`src/logic/nvs_cfg.svh`:
```
// Purpose: constants for the host-side controller of a 32K x 8 nonvolatile static memory
// Assumes: 100 MHz clk_sys, period 10 ns
// Notes: timing counts derive from printed times; long counts are module parameters
`ifndef NVS_CFG_SVH
`define NVS_CFG_SVH

`define NVS_CLK_PERIOD_NS     10
`define NVS_ADDR_W            15
`define NVS_DATA_W            8
`define NVS_KEY_MASK          15'h3FFF
`define NVS_KEY_0             15'h0E38
`define NVS_KEY_1             15'h31C7
`define NVS_KEY_2             15'h03E0
`define NVS_KEY_3             15'h3C1F
`define NVS_KEY_4             15'h303F
`define NVS_KEY_SAVE          15'h0FC0
`define NVS_KEY_RESTORE       15'h0C63
// access and strobe timing in ns
`define NVS_ACCESS_NS         55
`define NVS_STROBE_NS         45
`define NVS_SETUP_NS          25
`define NVS_FLOAT_NS          20
`define NVS_IDLE_NS           20
// busy periods in us
`define NVS_SAVE_US           10000
`define NVS_RESTORE_US        20
`define NVS_POWERUP_US        550
`define NVS_CYC(ns)           (((ns) + `NVS_CLK_PERIOD_NS - 1) / `NVS_CLK_PERIOD_NS)
`define NVS_US_CYC(us)        (((us) * 1000) / `NVS_CLK_PERIOD_NS)

`endif

```
`src/logic/nvs_pkg.sv`:
```
// Purpose: types for the nonvolatile memory host controller
// Assumes: constants come from nvs_cfg.svh
// Notes: none
`include "nvs_cfg.svh"
package nvs_pkg;
    typedef enum logic [1:0] {
        NVS_OP_READ    = 2'h0,
        NVS_OP_WRITE   = 2'h1,
        NVS_OP_SAVE    = 2'h2,
        NVS_OP_RESTORE = 2'h3
    } nvs_op_t;

    typedef struct packed {
        nvs_op_t                    op;
        logic [`NVS_ADDR_W-1:0]     addr;
        logic [`NVS_DATA_W-1:0]     wdata;
    } nvs_req_t;

    typedef struct packed {
        logic                       sel_n;
        logic                       oe_n;
        logic                       we_n;
        logic [`NVS_ADDR_W-1:0]     byte_address;
    } nvs_pins_t;

    typedef enum logic [2:0] {
        NVS_ST_IDLE   = 3'h0,
        NVS_ST_SETUP  = 3'h1,
        NVS_ST_STROBE = 3'h3,
        NVS_ST_END    = 3'h2,
        NVS_ST_GAP    = 3'h6,
        NVS_ST_BUSY   = 3'h7,
        NVS_ST_PWRUP  = 3'h5
    } nvs_state_t;
endpackage : nvs_pkg

```
`src/logic/nvs_timer.sv`:
```
// Purpose: down counter for strobe, gap and busy intervals
// Assumes: load wins over counting
// Notes: done is high while the count stands at zero
`timescale 1ns/1ps
`default_nettype none
module nvs_timer #(
    parameter int W = 24
) (
    // clock and reset
    input  wire logic         clk_sys,
    input  wire logic         rst_n,
    input  wire logic         clk_en,
    // control
    input  wire logic         load,
    input  wire logic [W-1:0] load_val,
    output var  logic         done
);
    logic [W-1:0] cnt_q;
    logic [W-1:0] cnt_d;

    always_comb begin
        cnt_d = cnt_q;
        if (load) begin
            cnt_d = load_val;
        end else if (cnt_q != '0) begin
            cnt_d = cnt_q - 1'b1;
        end
    end

    always_ff @(posedge clk_sys or negedge rst_n) begin
        if (!rst_n) begin
            cnt_q <= '0;
        end else if (clk_en) begin
            cnt_q <= cnt_d;
        end
    end

    assign done = (cnt_q == '0);
endmodule : nvs_timer
`default_nettype wire

```
`src/logic/nvs_host.sv`:
```
// Purpose: host controller driving a 32K x 8 nonvolatile static memory over its pins
// Assumes: pin inputs synchronous to clk_sys; supply state given as digital flags
// Notes: save and restore are issued as the six-read key sequence, select-controlled
`timescale 1ns/1ps
`default_nettype none
`include "nvs_cfg.svh"
module nvs_host
    import nvs_pkg::*;
#(
    parameter int SAVE_CYC    = `NVS_US_CYC(`NVS_SAVE_US),
    parameter int RESTORE_CYC = `NVS_US_CYC(`NVS_RESTORE_US),
    parameter int PWRUP_CYC   = `NVS_US_CYC(`NVS_POWERUP_US)
) (
    // clock and reset
    input  wire logic                   clk_sys,
    input  wire logic                   rst_n,
    input  wire logic                   clk_en,
    // user request
    input  wire logic                   req_valid,
    input  wire nvs_req_t               req,
    output var  logic                   req_ready,
    output var  logic                   rsp_valid,
    output var  logic [`NVS_DATA_W-1:0] rsp_rdata,
    output var  logic                   save_refused,
    // supply flags
    input  wire logic                   supply_low,
    input  wire logic                   power_good,
    // memory pins
    output var  nvs_pins_t              pins,
    input  wire logic [`NVS_DATA_W-1:0] data_bus_i,
    output var  logic [`NVS_DATA_W-1:0] data_bus_o,
    output var  logic                   data_bus_oe
);
    localparam int TW        = 24;
    localparam int ACC_CYC   = `NVS_CYC(`NVS_ACCESS_NS);
    localparam int STR_CYC   = `NVS_CYC(`NVS_STROBE_NS);
    localparam int SETUP_CYC = `NVS_CYC(`NVS_SETUP_NS);
    localparam int GAP_CYC   = `NVS_CYC(`NVS_IDLE_NS);

    function automatic logic [`NVS_ADDR_W-1:0] key_addr(input logic [2:0] idx,
                                                        input logic       rest);
        logic [`NVS_ADDR_W-1:0] a;
        a = `NVS_KEY_0;
        case (idx)
            3'h0: a = `NVS_KEY_0;
            3'h1: a = `NVS_KEY_1;
            3'h2: a = `NVS_KEY_2;
            3'h3: a = `NVS_KEY_3;
            3'h4: a = `NVS_KEY_4;
            default: a = rest ? `NVS_KEY_RESTORE : `NVS_KEY_SAVE;
        endcase
        return a & `NVS_KEY_MASK;
    endfunction : key_addr

    function automatic logic [TW-1:0] cyc(input int n);
        return (n < 1) ? TW'(1) : TW'(n);
    endfunction : cyc

    nvs_state_t             st_q,   st_d;
    nvs_op_t                op_q,   op_d;
    logic [`NVS_ADDR_W-1:0] addr_q, addr_d;
    logic [`NVS_DATA_W-1:0] wd_q,   wd_d;
    logic [2:0]             step_q, step_d;
    logic                   pwr_q,  pwr_d;
    nvs_pins_t              pins_q, pins_d;
    logic                   oe_q,   oe_d;
    logic                   rdy_q,  rdy_d;
    logic                   rv_q,   rv_d;
    logic [`NVS_DATA_W-1:0] rd_q,   rd_d;
    logic                   ref_q,  ref_d;
    logic                   t_load;
    logic [TW-1:0]          t_val;
    logic                   t_done;

    nvs_timer #(.W(TW)) u_timer (
        .clk_sys  (clk_sys),
        .rst_n    (rst_n),
        .clk_en   (clk_en),
        .load     (t_load),
        .load_val (t_val),
        .done     (t_done)
    );

    always_comb begin
        st_d   = st_q;
        op_d   = op_q;
        addr_d = addr_q;
        wd_d   = wd_q;
        step_d = step_q;
        pwr_d  = pwr_q;
        pins_d = pins_q;
        oe_d   = 1'b0;
        rdy_d  = 1'b0;
        rv_d   = 1'b0;
        rd_d   = rd_q;
        ref_d  = 1'b0;
        t_load = 1'b0;
        t_val  = '0;
        // a supply dip means the device will restore on its own again
        if (!power_good) begin
            pwr_d = 1'b1;
        end
        case (st_q)
            NVS_ST_IDLE: begin
                pins_d.sel_n = 1'b1;
                pins_d.we_n  = 1'b1;
                pins_d.oe_n  = 1'b1;
                if (pwr_q || !power_good) begin
                    st_d = NVS_ST_PWRUP;
                end else if (req_valid && rdy_q) begin
                    op_d   = req.op;
                    wd_d   = req.wdata;
                    step_d = 3'h0;
                    if (req.op == NVS_OP_SAVE && supply_low) begin
                        ref_d = 1'b1;
                        rdy_d = 1'b1;
                    end else begin
                        addr_d = (req.op == NVS_OP_READ || req.op == NVS_OP_WRITE) ?
                                 req.addr : key_addr(3'h0, 1'b0);
                        pins_d.byte_address = addr_d;
                        st_d   = NVS_ST_SETUP;
                        t_load = 1'b1;
                        t_val  = cyc(SETUP_CYC);
                    end
                end else begin
                    rdy_d = 1'b1;
                end
            end
            NVS_ST_SETUP: begin
                // address settles before any strobe falls
                if (t_done) begin
                    st_d         = NVS_ST_STROBE;
                    pins_d.sel_n = 1'b0;
                    t_load       = 1'b1;
                    if (op_q == NVS_OP_WRITE) begin
                        pins_d.we_n = 1'b0;
                        pins_d.oe_n = 1'b1;
                        oe_d        = 1'b1;
                        t_val       = cyc(STR_CYC);
                    end else begin
                        pins_d.we_n = 1'b1;
                        pins_d.oe_n = (op_q != NVS_OP_READ);
                        t_val       = cyc(ACC_CYC);
                    end
                end
            end
            NVS_ST_STROBE: begin
                oe_d = (op_q == NVS_OP_WRITE);
                if (t_done) begin
                    // address held until the strobe ends the access
                    st_d         = NVS_ST_END;
                    pins_d.sel_n = 1'b1;
                    pins_d.we_n  = 1'b1;
                    pins_d.oe_n  = 1'b1;
                    if (op_q == NVS_OP_READ) begin
                        rd_d = data_bus_i;
                        rv_d = 1'b1;
                    end
                end
            end
            NVS_ST_END: begin
                // keep drivers on one extra cycle for data hold
                oe_d   = (op_q == NVS_OP_WRITE);
                st_d   = NVS_ST_GAP;
                t_load = 1'b1;
                t_val  = cyc(GAP_CYC);
            end
            NVS_ST_GAP: begin
                if (t_done) begin
                    if ((op_q == NVS_OP_SAVE || op_q == NVS_OP_RESTORE) && step_q != 3'h5) begin
                        // next key read; no other access may slip in between
                        step_d              = step_q + 3'h1;
                        addr_d              = key_addr(step_d, op_q == NVS_OP_RESTORE);
                        pins_d.byte_address = addr_d;
                        st_d                = NVS_ST_SETUP;
                        t_load              = 1'b1;
                        t_val               = cyc(SETUP_CYC);
                    end else if (op_q == NVS_OP_SAVE || op_q == NVS_OP_RESTORE) begin
                        // device is deaf during erase/program or clear/reload
                        st_d   = NVS_ST_BUSY;
                        t_load = 1'b1;
                        t_val  = (op_q == NVS_OP_SAVE) ? cyc(SAVE_CYC) : cyc(RESTORE_CYC);
                    end else begin
                        st_d  = NVS_ST_IDLE;
                        rdy_d = 1'b1;
                    end
                end
            end
            NVS_ST_BUSY: begin
                if (t_done) begin
                    st_d  = NVS_ST_IDLE;
                    rv_d  = 1'b1;
                    rdy_d = 1'b1;
                end
            end
            NVS_ST_PWRUP: begin
                // timer restarts while supply is still absent
                pins_d.sel_n = 1'b1;
                pins_d.we_n  = 1'b1;
                pins_d.oe_n  = 1'b1;
                if (!power_good) begin
                    t_load = 1'b1;
                    t_val  = cyc(PWRUP_CYC);
                end else if (t_done) begin
                    pwr_d = 1'b0;
                    st_d  = NVS_ST_IDLE;
                    rdy_d = 1'b1;
                end
            end
            default: begin
                st_d = NVS_ST_IDLE;
            end
        endcase
    end

    always_ff @(posedge clk_sys or negedge rst_n) begin
        if (!rst_n) begin
            st_q   <= NVS_ST_IDLE;
            op_q   <= NVS_OP_READ;
            addr_q <= '0;
            wd_q   <= '0;
            step_q <= 3'h0;
            pwr_q  <= 1'b1;
            pins_q <= '{sel_n: 1'b1, oe_n: 1'b1, we_n: 1'b1, byte_address: '0};
            oe_q   <= 1'b0;
            rdy_q  <= 1'b0;
            rv_q   <= 1'b0;
            rd_q   <= '0;
            ref_q  <= 1'b0;
        end else if (clk_en) begin
            st_q   <= st_d;
            op_q   <= op_d;
            addr_q <= addr_d;
            wd_q   <= wd_d;
            step_q <= step_d;
            pwr_q  <= pwr_d;
            pins_q <= pins_d;
            oe_q   <= oe_d;
            rdy_q  <= rdy_d;
            rv_q   <= rv_d;
            rd_q   <= rd_d;
            ref_q  <= ref_d;
        end
    end

    // write data registered once at request, so it is already a flop
    assign pins         = pins_q;
    assign data_bus_o   = wd_q;
    assign data_bus_oe  = oe_q;
    assign req_ready    = rdy_q;
    assign rsp_valid    = rv_q;
    assign rsp_rdata    = rd_q;
    assign save_refused = ref_q;
endmodule : nvs_host
`default_nettype wire

```
`config.mk`:
```
export PLATFORM = sky130hd
export DESIGN_NAME = nvs_host
export DESIGN_NICKNAME = d
export VERILOG_FILES = /design/src/logic/nvs_pkg.sv /design/src/logic/nvs_timer.sv /design/src/logic/nvs_host.sv
export VERILOG_INCLUDE_DIRS = /design/src /design/src/logic
export SDC_FILE = /design/constraint.sdc
export NUM_CORES = 1
export LEC_CHECK = 0
export BUFFER_PORTS_ARGS = -buffer_cell sky130_fd_sc_hd__buf_2
export CORE_ASPECT_RATIO = 0.7
export CORE_UTILIZATION = 51
export DETAILED_ROUTE_END_ITERATION = 8
export HOLD_SLACK_MARGIN = 0.02
export PLACE_DENSITY = 0.78
export SLEW_MARGIN = 20
export SYNTH_ARGS = -nofsm -noshare
export SYNTH_HDL_FRONTEND = slang
export SYNTH_HIERARCHICAL = 1
export SYNTH_SLANG_ARGS = --single-unit
```
`constraint.sdc`:
```
create_clock -name clk_sys -period 3.45 [get_ports clk_sys]
set_clock_uncertainty 0.1 [all_clocks]
set_input_delay 0.345 -clock clk_sys [delete_from_list [all_inputs] [get_ports clk_sys]]
set_output_delay 0.345 -clock clk_sys [all_outputs]
set_load 0.005 [all_outputs]
```
==> impl_results.md, run 1 <==
- Nets: 585
- Vias after detailed routing: between 4000 and 5000
- CTS buffer count: 9
- Startpoint types: register
- Max-slew headroom: 0.463
- Fin util: 0.649
- Crit-path slowest cell: dfrtp_1
- Routed WL: 11600 microns
- Post-synth ARST share: 1.00
- IO Count: 77
- Via density: between 6 and 7
- Initial antenna violation count: 0
- Setup violators final: 0
- Tmin final: between 3 and 4 ns
- Synth Instances: between 400 and 500
- Slew Viols, Final: 0
- RSZ-0062 raised after global routing: false
- Total Routing Usage GR: 0.269
- Antenna viol nets, final: 0
- Max Cap Violations: 0
- N_diodes: 0
- Synth warn: 6
- DP HPWL: 8330 microns
- PD cells: 679 nW/um^2
- CTS tree: done
- Die Width: about 110 microns
- Placeable Area: a little over 8000 sq um
- DRT iter0 DRCs: ~460
- Syn Area/Cell: between 9 and 10 sq um
- Share of cells above drive strength 1: 0.300
- Die area: around 8900 sq um
- Sequential area share after synthesis: 0.408
- Leakage power: about 0.0025 uW
- Synth Register Bits: 71
- Worst EP required: between 3 and 4 ns
- Crit path largest cell delay: approximately 0.43 ns
- FMAX: just over 300 MHz
- Worst r2r path cells: 13
- P&R area growth vs syn: 20.1%
- Mapped Area: between 4000 and 5000 sq um
- Slew of the pin with the lowest slew margin: 0.801 ns
- Vias in the first global route: approximately 3700
- Drt wl/cell: around 18 microns
- Initial Util: 0.540
- Clk sinks: ~70
- Clk Latency, worst-skew pair: 0.34 ns
- First-pass GRT wire length: 18600 microns
- Max clock buf depth: 2
- Drt pass-1 iters: 6
- Number of H-tree levels: 3
- Hold Path Cell Cnt: 2
- Cell row count: 27
- Primary FF master, synth: dfrtp_1
- Final setup margin: roughly 0.14 ns
- Post-synth cell types: between 70 and 80
- CP Capture Type: register
- Clk slew on worst S/H paths: 0.06 ns
- Largest net degree at the start of global routing: 45
- Crit path kind: register to register
- Root buffer cell: clkbuf_16
- GPL Wtd Cong: around 0.94
- Tcrit/Tclk final: 0.959
- GRT overflow: 0
- Crit path DAT: 3.44 ns
- Critical-path cell list: inv_1 -> ha_1 -> nor4b_1 -> and4_2 -> nand2_1 -> inv_1 -> buf_4 -> and2_1 -> nand4_1 -> nor2_2 -> or3_1 -> o21ai_0 -> a311oi_1
- Post-synth EDFFs: 0
- Status: finished clean
- Top cell by count, worst path: inv_1
- Final setup TNS: 0 ns
- PortBufs: 76
- # DRC: 0
- Critical path peak fanout: 11
- Final Hold Vio Count: 0
- HP Class: primary input to register
- Dpl ws: 0.154 ns
- Max IR drop VDD: roughly 0.31 mV
- Die height: between 70 and 80 microns
-- state kept, by name, summed over array words and instances, names as in the netlist --
| name | cells |
|---|---|
| req_ready | 1 |
| op_q | 2 |
| u_timer/cnt_q | 24 |
| st_q | 3 |
| data_bus_oe | 1 |
| step_q | 3 |
| rsp_valid | 1 |
| rsp_rdata | 8 |
| save_refused | 1 |
| data_bus_o | 8 |
| pins | 18 |
| pwr_q | 1 |
-- cells in the final DEF (no fill, tap or decap), types with 6 or more instances in the layout --
| cell type | n |
|---|---|
| mux2_2 | 17 |
| ha_1 | 7 |
| conb_1 | 7 |
| nor2_1 | 31 |
| nand2_1 | 31 |
| inv_1 | 24 |
| nor2b_1 | 11 |
| clkbuf_16 | 9 |
| dfrtp_1 | 67 |
| mux2i_1 | 11 |
| o21ai_0 | 32 |
| nor4_1 | 14 |
| a31oi_1 | 6 |
| a21oi_1 | 20 |
| nand3_1 | 10 |
| buf_4 | 21 |
| mux2_1 | 9 |
| buf_2 | 76 |
| nor3_1 | 14 |
-- power breakdown --
group          internal (uW)  total (uW)  switching, uW  leakage [uW]
clock network            505         885            380      0.000124
logic                    600        1450            845       0.00143
registers                996        1220            229      0.000898
-- kinds of logic (layout without fill, tap and decap cells) --
| kind of cell | after synthesis | after routing | synth area share |
|---|---|---|---|
| simple gates | 155 | 155 | 0.200 |
| compound gates | 122 | 122 | 0.212 |
| flops | 71 | 71 | 0.408 |
| buf+inv | 49 | 140 | 0.0493 |
| mux | 42 | 42 | 0.110 |
| fa+ha+maj | 7 | 7 | 0.0201 |
| other cells | 1 | 7 | 0.000860 |
-- worst max-delay path, delay by kind of cell (launching register included) --
family                   cells  cell delay (ns)
AND/OR/NAND/NOR              7             1.67
buffers and inverters        3             0.44
flip-flops                   1             0.43
adder cells (fa/ha/maj)      1             0.21
AO/OA/AOI/OAI                2             0.34
-- metal layers --
layer | GRT usage | up-vias | routed length [microns]
li1 | - | 1864 | -
met1 | 0.413 | 1917 | 5590
met2 | 0.379 | 217 | 4900
met3 | 0.0456 | 19 | 982
met4 | 0.0907 | 0 | 171
met5 | 0 | - | 0
-- layout make-up --
type | instances | area [sq um]
Fill cell | 647 | 2840
Tap cell | 101 | 126
Multi-Input combinational cell | 333 | 2400
Timing Repair Buffer | 99 | 559
Inverter | 25 | 93.8
Clock inverter | 5 | 35.0
Sequential cell | 71 | 1780
Clock buffer | 11 | 243
-- stage by stage --
stage | hold slack, ns | std cells | power, uW | area, sq um
finish | 0.121 | 645 | 3550 | 5240
global route | 0.119 | 645 | 3750 | 5240
CTS | 0.117 | 643 | 3490 | 5210
detailed placement | 0.373 | 627 | 2600 | 4940
global placement | 0.360 | 627 | 2570 | 4940
floorplan | -0.0506 | 453 | 2180 | 4390
-- cell usage after synthesis, drive strengths merged, types with 2 or more instances --
cell type / count / area share
a31oi: 6 / 0.0086
nand4: 5 / 0.0072
nor4: 16 / 0.030
o41ai: 4 / 0.0080
or3: 6 / 0.0098
nor2: 33 / 0.029
and2: 4 / 0.0060
nor3b: 3 / 0.0052
a2111oi: 3 / 0.010
dfrtp: 67 / 0.38
nand3: 10 / 0.011
and3b: 2 / 0.0040
dfstp: 4 / 0.024
nand3b: 2 / 0.0034
o2bb2ai: 2 / 0.0040
or2: 3 / 0.0043
nand2: 31 / 0.027
or4: 4 / 0.0086
buf: 11 / 0.017
o32a: 5 / 0.011
mux2: 31 / 0.084
nand4bb: 2 / 0.0052
a22o: 2 / 0.0040
a22oi: 5 / 0.0086
ha: 7 / 0.020
o22ai: 4 / 0.0089
a211oi: 5 / 0.0086
nor2b: 11 / 0.016
a21oi: 20 / 0.023
o21ai: 32 / 0.037
nor4b: 2 / 0.0040
a41oi: 2 / 0.0040
a311oi: 6 / 0.015
clkbuf: 13 / 0.011
o221ai: 2 / 0.0040
a2bb2oi: 4 / 0.0080
o211ai: 5 / 0.012
inv: 24 / 0.021
mux2i: 11 / 0.025
nand2b: 3 / 0.0043
a221o: 3 / 0.0069
nor3: 15 / 0.018
-- timing repair --
item | in CTS | in global routing
resized for setup | 0 | 4
endpoints found under the hold margin | 0 | 38
setup buffers | 0 | 0
setup endpoints to repair | 0 | 13
hold buffers | 0 | 1
-- worst paths after layout --
check | startpoint | endpoint | slack (ns)
max in group asynchronous | rst_n | rsp_rdata[1] | 2.12
worst max register to register | u_timer/cnt_q[0] | u_timer/cnt_q[18] | 0.14
min in group asynchronous | rst_n | u_timer/cnt_q[21] | 0.45
worst max-delay path | u_timer/cnt_q[0] | u_timer/cnt_q[18] | 0.14
worst min register to register | pins[17] | pins[17] | 0.38
worst min-delay path | power_good | pwr_q | 0.12
(Power assumes the default switching activity.)
==> run 2: changes to the inputs <==
--- a/config.mk
+++ b/config.mk
@@ -8,10 +8,11 @@
 export LEC_CHECK = 0
 export BUFFER_PORTS_ARGS = -buffer_cell sky130_fd_sc_hd__buf_2
 export CORE_ASPECT_RATIO = 0.7
-export CORE_UTILIZATION = 51
+export CORE_UTILIZATION = 57
 export DETAILED_ROUTE_END_ITERATION = 8
+export GPL_TIMING_DRIVEN = 0
 export HOLD_SLACK_MARGIN = 0.02
-export PLACE_DENSITY = 0.78
+export PLACE_DENSITY = 0.82
 export SLEW_MARGIN = 20
 export SYNTH_ARGS = -nofsm -noshare
 export SYNTH_HDL_FRONTEND = slang
==> constraint.sdc (replaced) <==
create_clock -name clk_sys -period 3.4 [get_ports clk_sys]
set_clock_uncertainty 0.1 [all_clocks]
set_input_delay 0.34 -clock clk_sys [delete_from_list [all_inputs] [get_ports clk_sys]]
set_output_delay 0.34 -clock clk_sys [all_outputs]
set_load 0.005 [all_outputs]
==> impl_results.md, run 2 (same netlist as run 1, synthesis figures left out) <==
- Status: finished clean
- Total Routing Usage GR: 0.306
- CTS buffer count: 9
- Critical path peak fanout: 10
- Drt pass-1 iters: 7
- Drt wl/cell: about 18 microns
- Tmin final: roughly 3.3 ns
- Cell row count: 26
- Die Width: between 100 and 150 microns
- N_diodes: 0
- Number of H-tree levels: 3
- P&R area growth vs syn: 20.0%
- GPL Wtd Cong: between 0.9 and 1
- DRT iter0 DRCs: 816
- Crit-path slowest cell: dfrtp_2
- CP Capture Type: register
- Register area: about 1800 sq um
- DP HPWL: 8250 microns
- Final setup margin: ~0.087 ns
- HP Class: primary input to register
- Vias in the first global route: 3729
- Most frequent cells in the layout: buf_2, dfrtp_1, nor2_1, o21ai_0, nand2_1
- Reg with most FFs: u_timer/cnt_q
- Antenna viol nets, final: 0
- Via density: between 6 and 7
- Max IR drop VDD: between 0.3 and 0.4 mV
- Startpoint types: register
- Vias after detailed routing: 4229
- Root buffer cell: clkbuf_8
- Max Cap Violations: 0
- Largest net degree at the start of global routing: 44
- Clk sinks: roughly 70
- # DRC: 0
- Clk Latency, worst-skew pair: 0.36 ns
- Delay-heaviest family, CP: buffers and inverters
- Dpl ws: -0.880 ns
- Max clock buf depth: 2
- Final Hold Vio Count: 0
- PD cells: 652 nW/um^2
- Crit path largest cell delay: 0.45 ns
- Worst path bufs/invs: 5
- Initial Util: 0.593
- Hold Slack: 0.0897 ns
- Placeable Area: about 7400 sq um
- Routed WL: between 10000 and 15000 microns
- FMAX: between 300 and 400 MHz
- CTS tree: done
- GRT overflow: 0
- Largest register FFs: 24
- First-pass GRT wire length: between 15000 and 20000 microns
- RSZ-0062 raised after global routing: false
- Multi-input gate area: around 2400 sq um
- Filler cells: 571
- Max-slew headroom: 0.568
- Critical-path cell list: inv_1 -> ha_1 -> nor4b_2 -> and4_2 -> nand2_2 -> clkinvlp_4 -> inv_2 -> o32a_1 -> o311ai_2 -> buf_4 -> buf_2 -> nor2_1 -> a22oi_1 -> o21ai_0
- Nets: just under 600
- Setup violators final: 0
- Tcrit/Tclk final: 0.974
- Initial antenna violation count: 0
- Share of cells above drive strength 1: 0.320
- Commonest non-fill, non-tap cell in the layout: buf_2
- Slew of the pin with the lowest slew margin: approximately 0.63 ns
- Crit path DAT: 3.45 ns
- Die area: between 8000 and 9000 sq um
- Leakage power: ~0.0024 uW
- Die height: 75.2 microns
- Slew Viols, Final: 0
- IO Count: between 70 and 80
- PortBufs: between 70 and 80
- Worst EP required: 3.54 ns
- Crit path kind: register to register
- Clk slew on worst S/H paths: ~0.080 ns
==> run 2: changes by cell type in the layout (fill, tap and decap cells not counted), sizes merged <==
cell | previous run | this run
clkbuf | 11 | 21
clkinv | 1 | 2
inv | 25 | 26
==> run 2: path summary, 6_finish.rpt <==
path	from	endpoint	slack, ns	cells past startpoint
min in group asynchronous	rst_n	u_timer/cnt_q[21]	0.32	2
worst max register to register	u_timer/cnt_q[0]	u_timer/cnt_q[6]	0.09	14
worst min register to register	pins[17]	pins[17]	0.37	2
worst min-delay path	req[3]	data_bus_o[3]	0.09	2
worst max-delay path	u_timer/cnt_q[0]	u_timer/cnt_q[6]	0.09	14
max in group asynchronous	rst_n	pwr_q	2.25	3
==> run 2: timing repair <==
action,4_1_cts,5_1_grt
endpoints found under the hold margin,26,0
gates cloned,0,0
resized for setup,13,16
pin swaps,0,2
endpoints found under the setup margin,34,32
hold buffers,1,0
setup buffers,6,3
==> run 2: metrics by stage <==
step | instance area, sq um | util | cells | TNS [ns] | power [uW]
after floorplan | 4390 | - | 453 | 0 | 2220
after global placement | 4890 | 0.665 | 627 | -16.96 | 2560
after detailed placement | 4910 | 0.668 | 628 | -18.12 | 2610
after CTS | 5180 | 0.705 | 651 | 0 | 3320
after global routing | 5240 | 0.712 | 654 | 0 | 3610
final | 5240 | 0.712 | 654 | 0 | 3410
==> run 2: where the power goes <==
group,switching [uW],internal [uW],leakage [uW]
clock network,358,270,0.0000827
logic,925,631,0.00146
registers,217,1010,0.000896
total,1500,1910,0.00243
==> run 2: layout make-up <==
class / count / share of cell area
inverters: 25 / 0.0189
repair buffers: 87 / 0.0918
well taps: 98 / 0.0234
clock inverters: 7 / 0.0103
clock buffers: 9 / 0.0237
plain buffers: 24 / 0.0258
flip-flops and latches: 71 / 0.341
multi-input cells: 333 / 0.465
==> run 2: routing by layer <==
metal  vias to the layer above  GRT usage  wire (microns)
met5                         -          0               0
met4                         0      0.102             265
met3                        44     0.0771            1310
met2                       287      0.442            4960
met1                      2011      0.448            5140
li1                       1887          -               -
==> run 2: worst reg2reg max path: cells and delay by family, from the launching register on <==
kind	cells	cell delay [ns]
AO/OA/AOI/OAI	4	0.70
adder cells (fa/ha/maj)	1	0.25
buffers and inverters	5	0.87
flip-flops	1	0.45
AND/OR/NAND/NOR	4	0.83
